### config.mk
export PLATFORM = sky130hd
export DESIGN_NAME = dpt_page_turn_ctrl
export DESIGN_NICKNAME = d
export VERILOG_FILES = /design/src/dpt_pkg.sv /design/src/dpt_idle_counter.sv /design/src/dpt_page_turn_ctrl.sv
export SDC_FILE = /design/constraint.sdc
export NUM_CORES = 1
export LEC_CHECK = 0
export BUFFER_PORTS_ARGS = -buffer_cell sky130_fd_sc_hd__buf_2
export CAP_MARGIN = 10
export CORE_UTILIZATION = 54
export CTS_CLUSTER_DIAMETER = 40
export DETAILED_ROUTE_END_ITERATION = 8
export GPL_TIMING_DRIVEN = 0
export PLACE_DENSITY_LB_ADDON = 0.3
export SYNTH_ARGS = -nofsm -noshare
export SYNTH_HDL_FRONTEND = slang
export SYNTH_SLANG_ARGS = --single-unit
### constraint.sdc
create_clock -name clock -period 8.9 [get_ports clock]
set_input_delay 2.225 -clock clock [delete_from_list [all_inputs] [get_ports clock]]
set_output_delay 2.225 -clock clock [all_outputs]
set_load 0.02 [all_outputs]
### src/dpt_pkg.sv
// Package with register map, field layout and timing constants of the page and turnaround control block.
package dpt_pkg;
    // Register byte offsets.
    localparam logic [11:0] ADDR_TIMING     = 12'h08C;
    localparam logic [11:0] ADDR_CFG_LOW    = 12'h090;
    localparam logic [11:0] ADDR_STATUS     = 12'h0A0;
    localparam logic [11:0] ADDR_GANG       = 12'h110;
    localparam logic [11:0] ADDR_WR_LIMIT   = 12'h11C;

    // Reset values.
    localparam logic [31:0] RST_TIMING      = 32'h0000_0000;
    localparam logic [31:0] RST_CFG_LOW     = 32'h0000_0000;
    localparam logic [31:0] RST_GANG        = 32'h0000_0000;
    localparam logic [31:0] RST_WR_LIMIT    = 32'h0000_0010;

    // Writable bit masks.
    localparam logic [31:0] MASK_TIMING     = 32'h0000_00FF;
    localparam logic [31:0] MASK_CFG_LOW    = 32'h00F0_0600;
    localparam logic [31:0] MASK_GANG       = 32'h0000_0001;
    localparam logic [31:0] MASK_WR_LIMIT   = 32'h0000_001F;

    // Field positions in the timing register.
    localparam int TURN_LSB   = 4;
    localparam int HOLD_LSB   = 0;
    // Field positions in the configuration low register.
    localparam int FAP_BIT    = 23;
    localparam int IDLE_LSB   = 21;
    localparam int DYN_BIT    = 20;
    localparam int SRF_BIT    = 10;
    localparam int B32_BIT    = 9;
    // Field positions in the gang and status registers.
    localparam int GANG_BIT   = 0;
    localparam int ST_OPEN_LSB  = 0;
    localparam int ST_CLOSE_LSB = 8;
    localparam int ST_WR_BIT    = 16;

    // Timing counts in memory clock cycles.
    localparam logic [3:0] TURN_CODE_MIN  = 4'h1;
    localparam logic [3:0] TURN_CODE_MAX  = 4'h7;
    localparam logic [3:0] TURN_OFFSET    = 4'h2;
    localparam logic [3:0] HOLD_CODE_MIN  = 4'h1;
    localparam logic [7:0] IDLE_CLKS_0    = 8'h10;
    localparam logic [7:0] IDLE_CLKS_1    = 8'h20;
    localparam logic [7:0] IDLE_CLKS_2    = 8'h40;
    localparam logic [7:0] IDLE_CLKS_3    = 8'h60;
    localparam logic [7:0] STATIC_CLOSE_CLKS = 8'h80;

    // Burst shapes.
    localparam logic [3:0] BEATS_LONG     = 4'h8;
    localparam logic [3:0] BEATS_SHORT    = 4'h4;
    localparam logic [6:0] BYTES_LONG     = 7'h40;
    localparam logic [6:0] BYTES_SHORT    = 7'h20;
endpackage

### src/dpt_idle_counter.sv
// One bank's open-page idle counter with close request.
`timescale 1ns/1ps
module dpt_idle_counter (
    // Clock and reset
    input  wire logic       clock,
    input  wire logic       resetn,
    input  wire logic       ce,
    // Bank events
    input  wire logic       activate,
    input  wire logic       access,
    input  wire logic       precharge,
    input  wire logic [7:0] limit,
    // Bank state
    output logic            page_open,
    output logic            page_hit,
    output logic            close_req
);
    logic [7:0] cnt_reg;
    logic [7:0] cnt_next;
    logic       open_next;
    logic       hit_next;

    // A precharge wins over an activate in the same cycle because the page is gone afterwards.
    assign open_next = precharge ? 1'b0 : (activate ? 1'b1 : page_open);
    assign hit_next  = activate ? 1'b0 : ((access && page_open) ? 1'b1 : page_hit);
    assign cnt_next  = (activate || access) ? 8'h00 :
                       ((page_open && cnt_reg < limit) ? cnt_reg + 8'h01 : cnt_reg);

    always_ff @(posedge clock or negedge resetn) begin
        if (!resetn) begin
            cnt_reg   <= 8'h00;
            page_open <= 1'b0;
            page_hit  <= 1'b0;
            close_req <= 1'b0;
        end else if (ce) begin
            cnt_reg   <= cnt_next;
            page_open <= open_next;
            page_hit  <= hit_next;
            close_req <= open_next && !activate && (cnt_next >= limit);
        end
    end
endmodule // dpt_idle_counter

### src/dpt_page_turn_ctrl.sv
// Top module: register slave, read-to-write spacing, write release, page close and burst shape control.
//
// The implementer's own choice: the APB interface to the registers.
`timescale 1ns/1ps
module dpt_page_turn_ctrl #(
    parameter int NUM_BANKS = 8,
    parameter int WQ_W      = 5
) (
    // Clock, reset and enable
    input  wire logic                 clock,
    input  wire logic                 resetn,
    input  wire logic                 ce,
    // APB slave
    input  wire logic                 psel,
    input  wire logic                 penable,
    input  wire logic                 pwrite,
    input  wire logic [11:0]          paddr,
    input  wire logic [31:0]          pwdata,
    input  wire logic [3:0]           pstrb,
    output logic [31:0]               prdata,
    output logic                      pready,
    output logic                      pslverr,
    // Scheduler command events
    input  wire logic                 rd_cas_done,
    input  wire logic                 wr_cas,
    input  wire logic [WQ_W-1:0]      wr_queue_count,
    output logic                      wr_allow,
    output logic                      cmd_auto_precharge,
    // Bank events
    input  wire logic [NUM_BANKS-1:0] bank_activate,
    input  wire logic [NUM_BANKS-1:0] bank_access,
    input  wire logic [NUM_BANKS-1:0] bank_precharge,
    output logic [NUM_BANKS-1:0]      page_close_req,
    // Burst shape and self refresh
    output logic [3:0]                burst_beats,
    output logic [6:0]                access_bytes,
    output logic                      self_refresh_fast,
    output logic                      emrs2_srf_bit
);
    logic [31:0] timing_reg;
    logic [31:0] cfg_low_reg;
    logic [31:0] gang_reg;
    logic [31:0] wr_limit_reg;
    logic [3:0]  turn_cnt_reg;
    logic [3:0]  turn_cnt_next;
    logic [3:0]  hold_cnt_reg;
    logic [3:0]  hold_cnt_next;

    // Byte-lane merge of a write into a register, keeping read-only bits.
    function automatic logic [31:0] merge_write(input logic [31:0] old, input logic [31:0] wd,
                                                input logic [3:0] strb, input logic [31:0] mask);
        logic [31:0] lanes;
        lanes = {{8{strb[3]}}, {8{strb[2]}}, {8{strb[1]}}, {8{strb[0]}}} & mask;
        return (old & ~lanes) | (wd & lanes);
    endfunction

    // Down count that stops at zero.
    function automatic logic [3:0] count_down(input logic [3:0] c);
        return (c == 4'h0) ? 4'h0 : c - 4'h1;
    endfunction

    // Reserved turnaround codes are clamped into the legal range so the bus never contends.
    function automatic logic [3:0] turn_clocks(input logic [3:0] code);
        logic [3:0] c;
        c = (code < dpt_pkg::TURN_CODE_MIN) ? dpt_pkg::TURN_CODE_MIN :
            ((code > dpt_pkg::TURN_CODE_MAX) ? dpt_pkg::TURN_CODE_MAX : code);
        return c + dpt_pkg::TURN_OFFSET;
    endfunction

    function automatic logic [7:0] idle_clocks(input logic [1:0] code);
        case (code)
            2'h0:    return dpt_pkg::IDLE_CLKS_0;
            2'h1:    return dpt_pkg::IDLE_CLKS_1;
            2'h2:    return dpt_pkg::IDLE_CLKS_2;
            default: return dpt_pkg::IDLE_CLKS_3;
        endcase
    endfunction

    // Register fields.
    wire [3:0] turn_code  = timing_reg[dpt_pkg::TURN_LSB +: 4];
    wire [3:0] hold_code  = timing_reg[dpt_pkg::HOLD_LSB +: 4];
    wire       force_auto_precharge  = cfg_low_reg[dpt_pkg::FAP_BIT];
    wire [1:0] idle_cycle_init       = cfg_low_reg[dpt_pkg::IDLE_LSB +: 2];
    wire       dynamic_page_close_en = cfg_low_reg[dpt_pkg::DYN_BIT];
    wire       fast_self_refresh_en  = cfg_low_reg[dpt_pkg::SRF_BIT];
    wire       burst_32byte_sel      = cfg_low_reg[dpt_pkg::B32_BIT];
    wire       channel_gang_en       = gang_reg[dpt_pkg::GANG_BIT];
    wire [WQ_W-1:0] write_queue_limit = wr_limit_reg[WQ_W-1:0];

    // APB decode.
    wire setup_phase = psel && !penable;
    wire wr_access   = psel && penable && pready && pwrite;
    wire hit_timing  = (paddr == dpt_pkg::ADDR_TIMING);
    wire hit_cfg     = (paddr == dpt_pkg::ADDR_CFG_LOW);
    wire hit_status  = (paddr == dpt_pkg::ADDR_STATUS);
    wire hit_gang    = (paddr == dpt_pkg::ADDR_GANG);
    wire hit_limit   = (paddr == dpt_pkg::ADDR_WR_LIMIT);
    wire hit_any     = hit_timing || hit_cfg || hit_status || hit_gang || hit_limit;

    // Status register image.
    logic [NUM_BANKS-1:0] bank_open;
    logic [NUM_BANKS-1:0] bank_hit;
    wire [31:0] status_word = (32'(bank_open) << dpt_pkg::ST_OPEN_LSB) |
                              (32'(page_close_req) << dpt_pkg::ST_CLOSE_LSB) |
                              (32'(wr_allow) << dpt_pkg::ST_WR_BIT);

    wire [31:0] read_word = hit_timing ? timing_reg :
                            hit_cfg    ? cfg_low_reg :
                            hit_status ? status_word :
                            hit_gang   ? gang_reg :
                            hit_limit  ? wr_limit_reg : 32'h0000_0000;

    always_ff @(posedge clock or negedge resetn) begin
        if (!resetn) begin
            pready  <= 1'b0;
            pslverr <= 1'b0;
            prdata  <= 32'h0000_0000;
        end else if (ce) begin
            pready  <= setup_phase;
            pslverr <= setup_phase && !hit_any;
            prdata  <= (setup_phase && !pwrite) ? read_word : 32'h0000_0000;
        end
    end

    always_ff @(posedge clock or negedge resetn) begin
        if (!resetn) begin
            timing_reg   <= dpt_pkg::RST_TIMING;
            cfg_low_reg  <= dpt_pkg::RST_CFG_LOW;
            gang_reg     <= dpt_pkg::RST_GANG;
            wr_limit_reg <= dpt_pkg::RST_WR_LIMIT;
        end else if (ce && wr_access) begin
            if (hit_timing) begin
                timing_reg <= merge_write(timing_reg, pwdata, pstrb, dpt_pkg::MASK_TIMING);
            end
            if (hit_cfg) begin
                cfg_low_reg <= merge_write(cfg_low_reg, pwdata, pstrb, dpt_pkg::MASK_CFG_LOW);
            end
            if (hit_gang) begin
                gang_reg <= merge_write(gang_reg, pwdata, pstrb, dpt_pkg::MASK_GANG);
            end
            if (hit_limit) begin
                wr_limit_reg <= merge_write(wr_limit_reg, pwdata, pstrb, dpt_pkg::MASK_WR_LIMIT);
            end
        end
    end

    // Both counters hold the cycles still to wait; a read reloads them from the registers as they stand now.
    wire [3:0] hold_clocks = (hold_code < dpt_pkg::HOLD_CODE_MIN) ? dpt_pkg::HOLD_CODE_MIN : hold_code;
    assign turn_cnt_next = rd_cas_done ? turn_clocks(turn_code) - 4'h1 : count_down(turn_cnt_reg);
    assign hold_cnt_next = rd_cas_done ? hold_clocks - 4'h1 : count_down(hold_cnt_reg);

    // A write may go once the bus has turned round and either reads have stopped long enough or
    // enough writes have piled up; the turnaround is never waived, since that would fight on the pins.
    wire turn_ok    = (turn_cnt_next == 4'h0) && !rd_cas_done;
    wire holdoff_ok = (hold_cnt_next == 4'h0) && !rd_cas_done;
    wire limit_ok   = (wr_queue_count >= write_queue_limit) && (wr_queue_count != '0);
    wire allow_next = turn_ok && (holdoff_ok || limit_ok);

    always_ff @(posedge clock or negedge resetn) begin
        if (!resetn) begin
            turn_cnt_reg <= 4'h0;
            hold_cnt_reg <= 4'h0;
            wr_allow     <= 1'b0;
        end else if (ce) begin
            turn_cnt_reg <= turn_cnt_next;
            hold_cnt_reg <= hold_cnt_next;
            wr_allow     <= allow_next && !wr_cas;
        end
    end

    // Per-bank close limit: with dynamic close on, a page that has been hit since opening earns twice the idle time; otherwise a fixed 128 cycles.
    wire [7:0] idle_limit = idle_clocks(idle_cycle_init);
    genvar b;
    generate
        for (b = 0; b < NUM_BANKS; b++) begin : g_bank
            wire [7:0] dyn_limit  = bank_hit[b] ? {idle_limit[6:0], 1'b0}
                                                : idle_limit;
            wire [7:0] bank_limit = dynamic_page_close_en ? dyn_limit
                                                          : dpt_pkg::STATIC_CLOSE_CLKS;
            dpt_idle_counter u_idle (
                .clock     (clock),
                .resetn    (resetn),
                .ce        (ce),
                .activate  (bank_activate[b]),
                .access    (bank_access[b]),
                .precharge (bank_precharge[b]),
                .limit     (bank_limit),
                .page_open (bank_open[b]),
                .page_hit  (bank_hit[b]),
                .close_req (page_close_req[b])
            );
        end
    endgenerate

    // Burst shape and refresh controls follow the configuration one cycle later.
    always_ff @(posedge clock or negedge resetn) begin
        if (!resetn) begin
            cmd_auto_precharge <= 1'b0;
            burst_beats        <= dpt_pkg::BEATS_LONG;
            access_bytes       <= dpt_pkg::BYTES_LONG;
            self_refresh_fast  <= 1'b0;
            emrs2_srf_bit      <= 1'b0;
        end else if (ce) begin
            cmd_auto_precharge <= force_auto_precharge;
            burst_beats        <= (burst_32byte_sel || channel_gang_en) ? dpt_pkg::BEATS_SHORT
                                                                        : dpt_pkg::BEATS_LONG;
            access_bytes       <= burst_32byte_sel ? dpt_pkg::BYTES_SHORT : dpt_pkg::BYTES_LONG;
            self_refresh_fast  <= fast_self_refresh_en;
            emrs2_srf_bit      <= fast_self_refresh_en;
        end
    end
endmodule // dpt_page_turn_ctrl

==> results.tsv <==
metric	value	unit
status	finished clean	
cell leakage power	0.00530	µW
initial DRC count	780	
total gr overflow	0	
clock sink count	146	
r2r worst-path depth	18	
Max-slew headroom	35.7	%
Reg2Reg Setup Slack	3.98	ns
Tightest Pin Transition	0.965	ns
total CTS buffers	17	
final hold viol count	0	
power density over the cells	142	nW/µm²
Commonest cells post-synth	dfrtp_1, nand2_1, o21ai_0, nor2_1, ha_1	
Reg power frac	43.9	%
Ys Warns	0	
CP Max Fanout	10	
core area	18000	µm²
CTS resizes	0	
Rows	49	
largest net degree at the start of global routing	93	
most frequent cell after synthesis	dfrtp_1	
Final setup viols	0	
number of fill cells in the layout	1467	
minimum clock period	4.92	ns
port bufs	103	
Layout Nets	1391	
Seq cells post-synth	146	
DR vias	9248	
Placed Area	10900	µm²
fin crit share	55.3	%
share of cells above drive strength 1	19.4	%
Net Sw Power	484	µW
asr flop ratio synth	100	%
# IOs	142	
TritonRoute pass-1 iters	5	
dominant synthesized flop cell	dfrtp_1	
Finished Cell Area	11500	µm²
worst-skew pair later-pin latency	0.44	ns
gpl congestion	0.919	
vias per cell	6.26	
Setup Total Neg Slack	0	ns
hold buffers post-CTS	0	
total wire length	28300	µm
worst flop-to-flop path endpoint	g_bank[5].u_idle.close_req$_DFFE_PN0P_	
P_int	1140	µW
wire per inst	19.2	µm
htree depth	4	
Post-synth EDFFs	0	
Die ar.	19000	µm²
CTS tree	built	
post-synthesis area per instance	9.12	µm²
mapped cell area	9990	µm²
Die Wd	138	µm
Cells after Synth	1095	
Max Buffers Root-to-Sink	2	
endpoint type of the worst setup path	flip-flop	
CP max stage cell	buf_1	
DRC Markers	0	
main area contributors after synthesis	dfrtp_1, ha_1, mux2_2	
antenna violations before repair	1	
VDD IR max	0.141	mV
Seq/Total Area, Yosys	36.6	%
Post-DP HPWL	20200	µm
sequential cell area	3660	µm²
Starting Density	55.4	%
Antenna Nets Post-Route	0	
CP Launch Type	flip-flop	
max incr delay on CP	0.70	ns
fin. max-slew vios	0	
clk_skew	0.00884	ns
post-layout util	63.7	%
area of the multi-input gates	5900	µm²
Area growth syn-to-layout	15.0	%
CP Class	flip-flop to flip-flop	
combinational power share	10.9	%
Unique masters post-synth	78	
Synth top area share	35.8	%
die height	138	µm
vias in the first global route	8812	
Max Cap Viol	0	
clk slew on worst S/H paths	0.07	ns
Final Non-Filler Cells	1478	
switching share of power	29.7	%
unrepaired setup endpoints after global routing	no	
root buf cell	clkbuf_16	
post-CTS setup buffer count	0	
Hold WS	0.510	ns
GRT Util Overall	29.8	%
Clk pwr share	45.2	%
global-route wire length before repair	45500	µm
required time of the critical path	9.22	ns
Fmax	203	MHz
Worst setup endpoint	g_bank[5].u_idle.close_req$_DFFE_PN0P_	
crit-path cells	clkbuf_1 -> buf_1 -> xor2_1 -> nand2_1 -> ha_1 -> o211ai_1 -> a21oi_2 -> a2111oi_4 -> nand3_1 -> xor2_1 -> nor2_1 -> ha_1 -> nor2b_1 -> o21a_1 -> o21ai_0 -> nand3b_1 -> a41o_1 -> o311a_1	
worst hold path class	flip-flop to flip-flop	
area leader, netlist	dfrtp_1	
Cells after DPL	1445	
Arr. time, crit path	5.24	ns
through the flow:
step / power, µW / setup slack (ns)
after floorplan: 820 / 4.88
after global placement: 894 / 3.40
after detailed placement: 900 / 4.01
after CTS: 1630 / 4.10
after global routing: 1680 / 3.71
final: 1630 / 3.98
power by group through the flow:
| stage | Clock (µW) | Sequential [µW] | Combinational [µW] |
|---|---|---|---|
| 6_report | 735 | 715 | 178 |
| 5_1_grt | 766 | 717 | 195 |
| 4_1_cts | 739 | 713 | 176 |
| 3_5_place_dp | 0 | 726 | 175 |
| 3_3_place_gp | 0 | 725 | 169 |
| 2_1_floorplan | 0 | 717 | 102 |
worst max-delay path, delay by kind of cell (launching register included):
family	cells	cell delay, ns
AO/OA/AOI/OAI	7	1.62
buffers and inverters	2	1.12
AND/OR/NAND/NOR	5	0.66
adder cells (fa/ha/maj)	2	0.63
flip-flops	1	0.39
XOR/XNOR	2	0.37
kinds of logic (layout without fill, tap and decap cells):
family | Yosys count | after routing | synth area share, %
AND/OR/NAND/NOR | 390 | 390 | 20.5
AO/OA/AOI/OAI | 304 | 304 | 20.9
flip-flops | 146 | 146 | 36.6
buffers and inverters | 101 | 237 | 4.94
adder cells (fa/ha/maj) | 71 | 71 | 8.89
XOR/XNOR | 42 | 42 | 3.68
multiplexers | 40 | 40 | 4.50
other | 1 | 19 | 0.0375
layer usage:
layer	track usage (%)	wire [µm]
met5	0	0
met4	14.2	1020
met3	6.20	2350
met2	47.1	13000
met1	39.2	11900
layout make-up:
class                   instances  area share (%)
clock buffers                  18            3.74
well taps                     229            2.50
repair buffers                104            4.78
diodes                          1          0.0218
clock inverters                14            1.42
plain buffers                  79            3.57
inverters                      22           0.719
flip-flops and latches        146            31.9
multi-input cells             865            51.4
placed cells by master, fill, tap and decap left out, types with 5 or more instances in the layout:
cell / Yosys / layout
a21boi_0: 8 / 8
a21o_1: 8 / 8
a21oi_1: 60 / 60
a22o_1: 30 / 30
a31oi_1: 23 / 23
and2_1: 7 / 7
and3_1: 12 / 12
buf_1: 7 / 7
buf_2: 3 / 105
buf_4: 29 / 29
clkbuf_1: 39 / 40
clkbuf_16: 0 / 17
conb_1: 1 / 18
dfrtp_1: 143 / 143
ha_1: 71 / 71
inv_1: 22 / 22
inv_8: 0 / 5
mux2_2: 39 / 39
nand2_1: 103 / 103
nand2b_1: 11 / 11
nand3_1: 37 / 37
nand3b_1: 10 / 10
nand4_1: 19 / 19
nor2_1: 80 / 80
nor2b_1: 15 / 15
nor3_1: 35 / 35
nor4_1: 13 / 13
o211ai_1: 6 / 6
o21ai_0: 81 / 81
o221ai_1: 6 / 6
o2bb2ai_1: 8 / 8
o311ai_0: 7 / 7
o31ai_1: 21 / 21
or2_2: 10 / 10
or3_1: 9 / 9
xnor2_1: 17 / 17
xor2_1: 25 / 25
worst min path at each step:
stage / from / endpoint / slack (ns) / cells after the start
after floorplan: flip-flop / access_bytes[6]$_DFFE_PN1P_ / 0.46 / 1
after global placement: access_bytes[6]$_DFFE_PN1P_ / access_bytes[6]$_DFFE_PN1P_ / 0.49 / 2
after detailed placement: prdata[12]$_DFFE_PN0P_ / prdata[12]$_DFFE_PN0P_ / 0.49 / 1
after CTS: prdata[11]$_DFFE_PN0P_ / prdata[11]$_DFFE_PN0P_ / 0.51 / 1
after global routing: prdata[11]$_DFFE_PN0P_ / prdata[11]$_DFFE_PN0P_ / 0.52 / 1
final: access_bytes[6]$_DFFE_PN1P_ / access_bytes[6]$_DFFE_PN1P_ / 0.51 / 2
No activity file was read; power rests on OpenSTA's default activity.
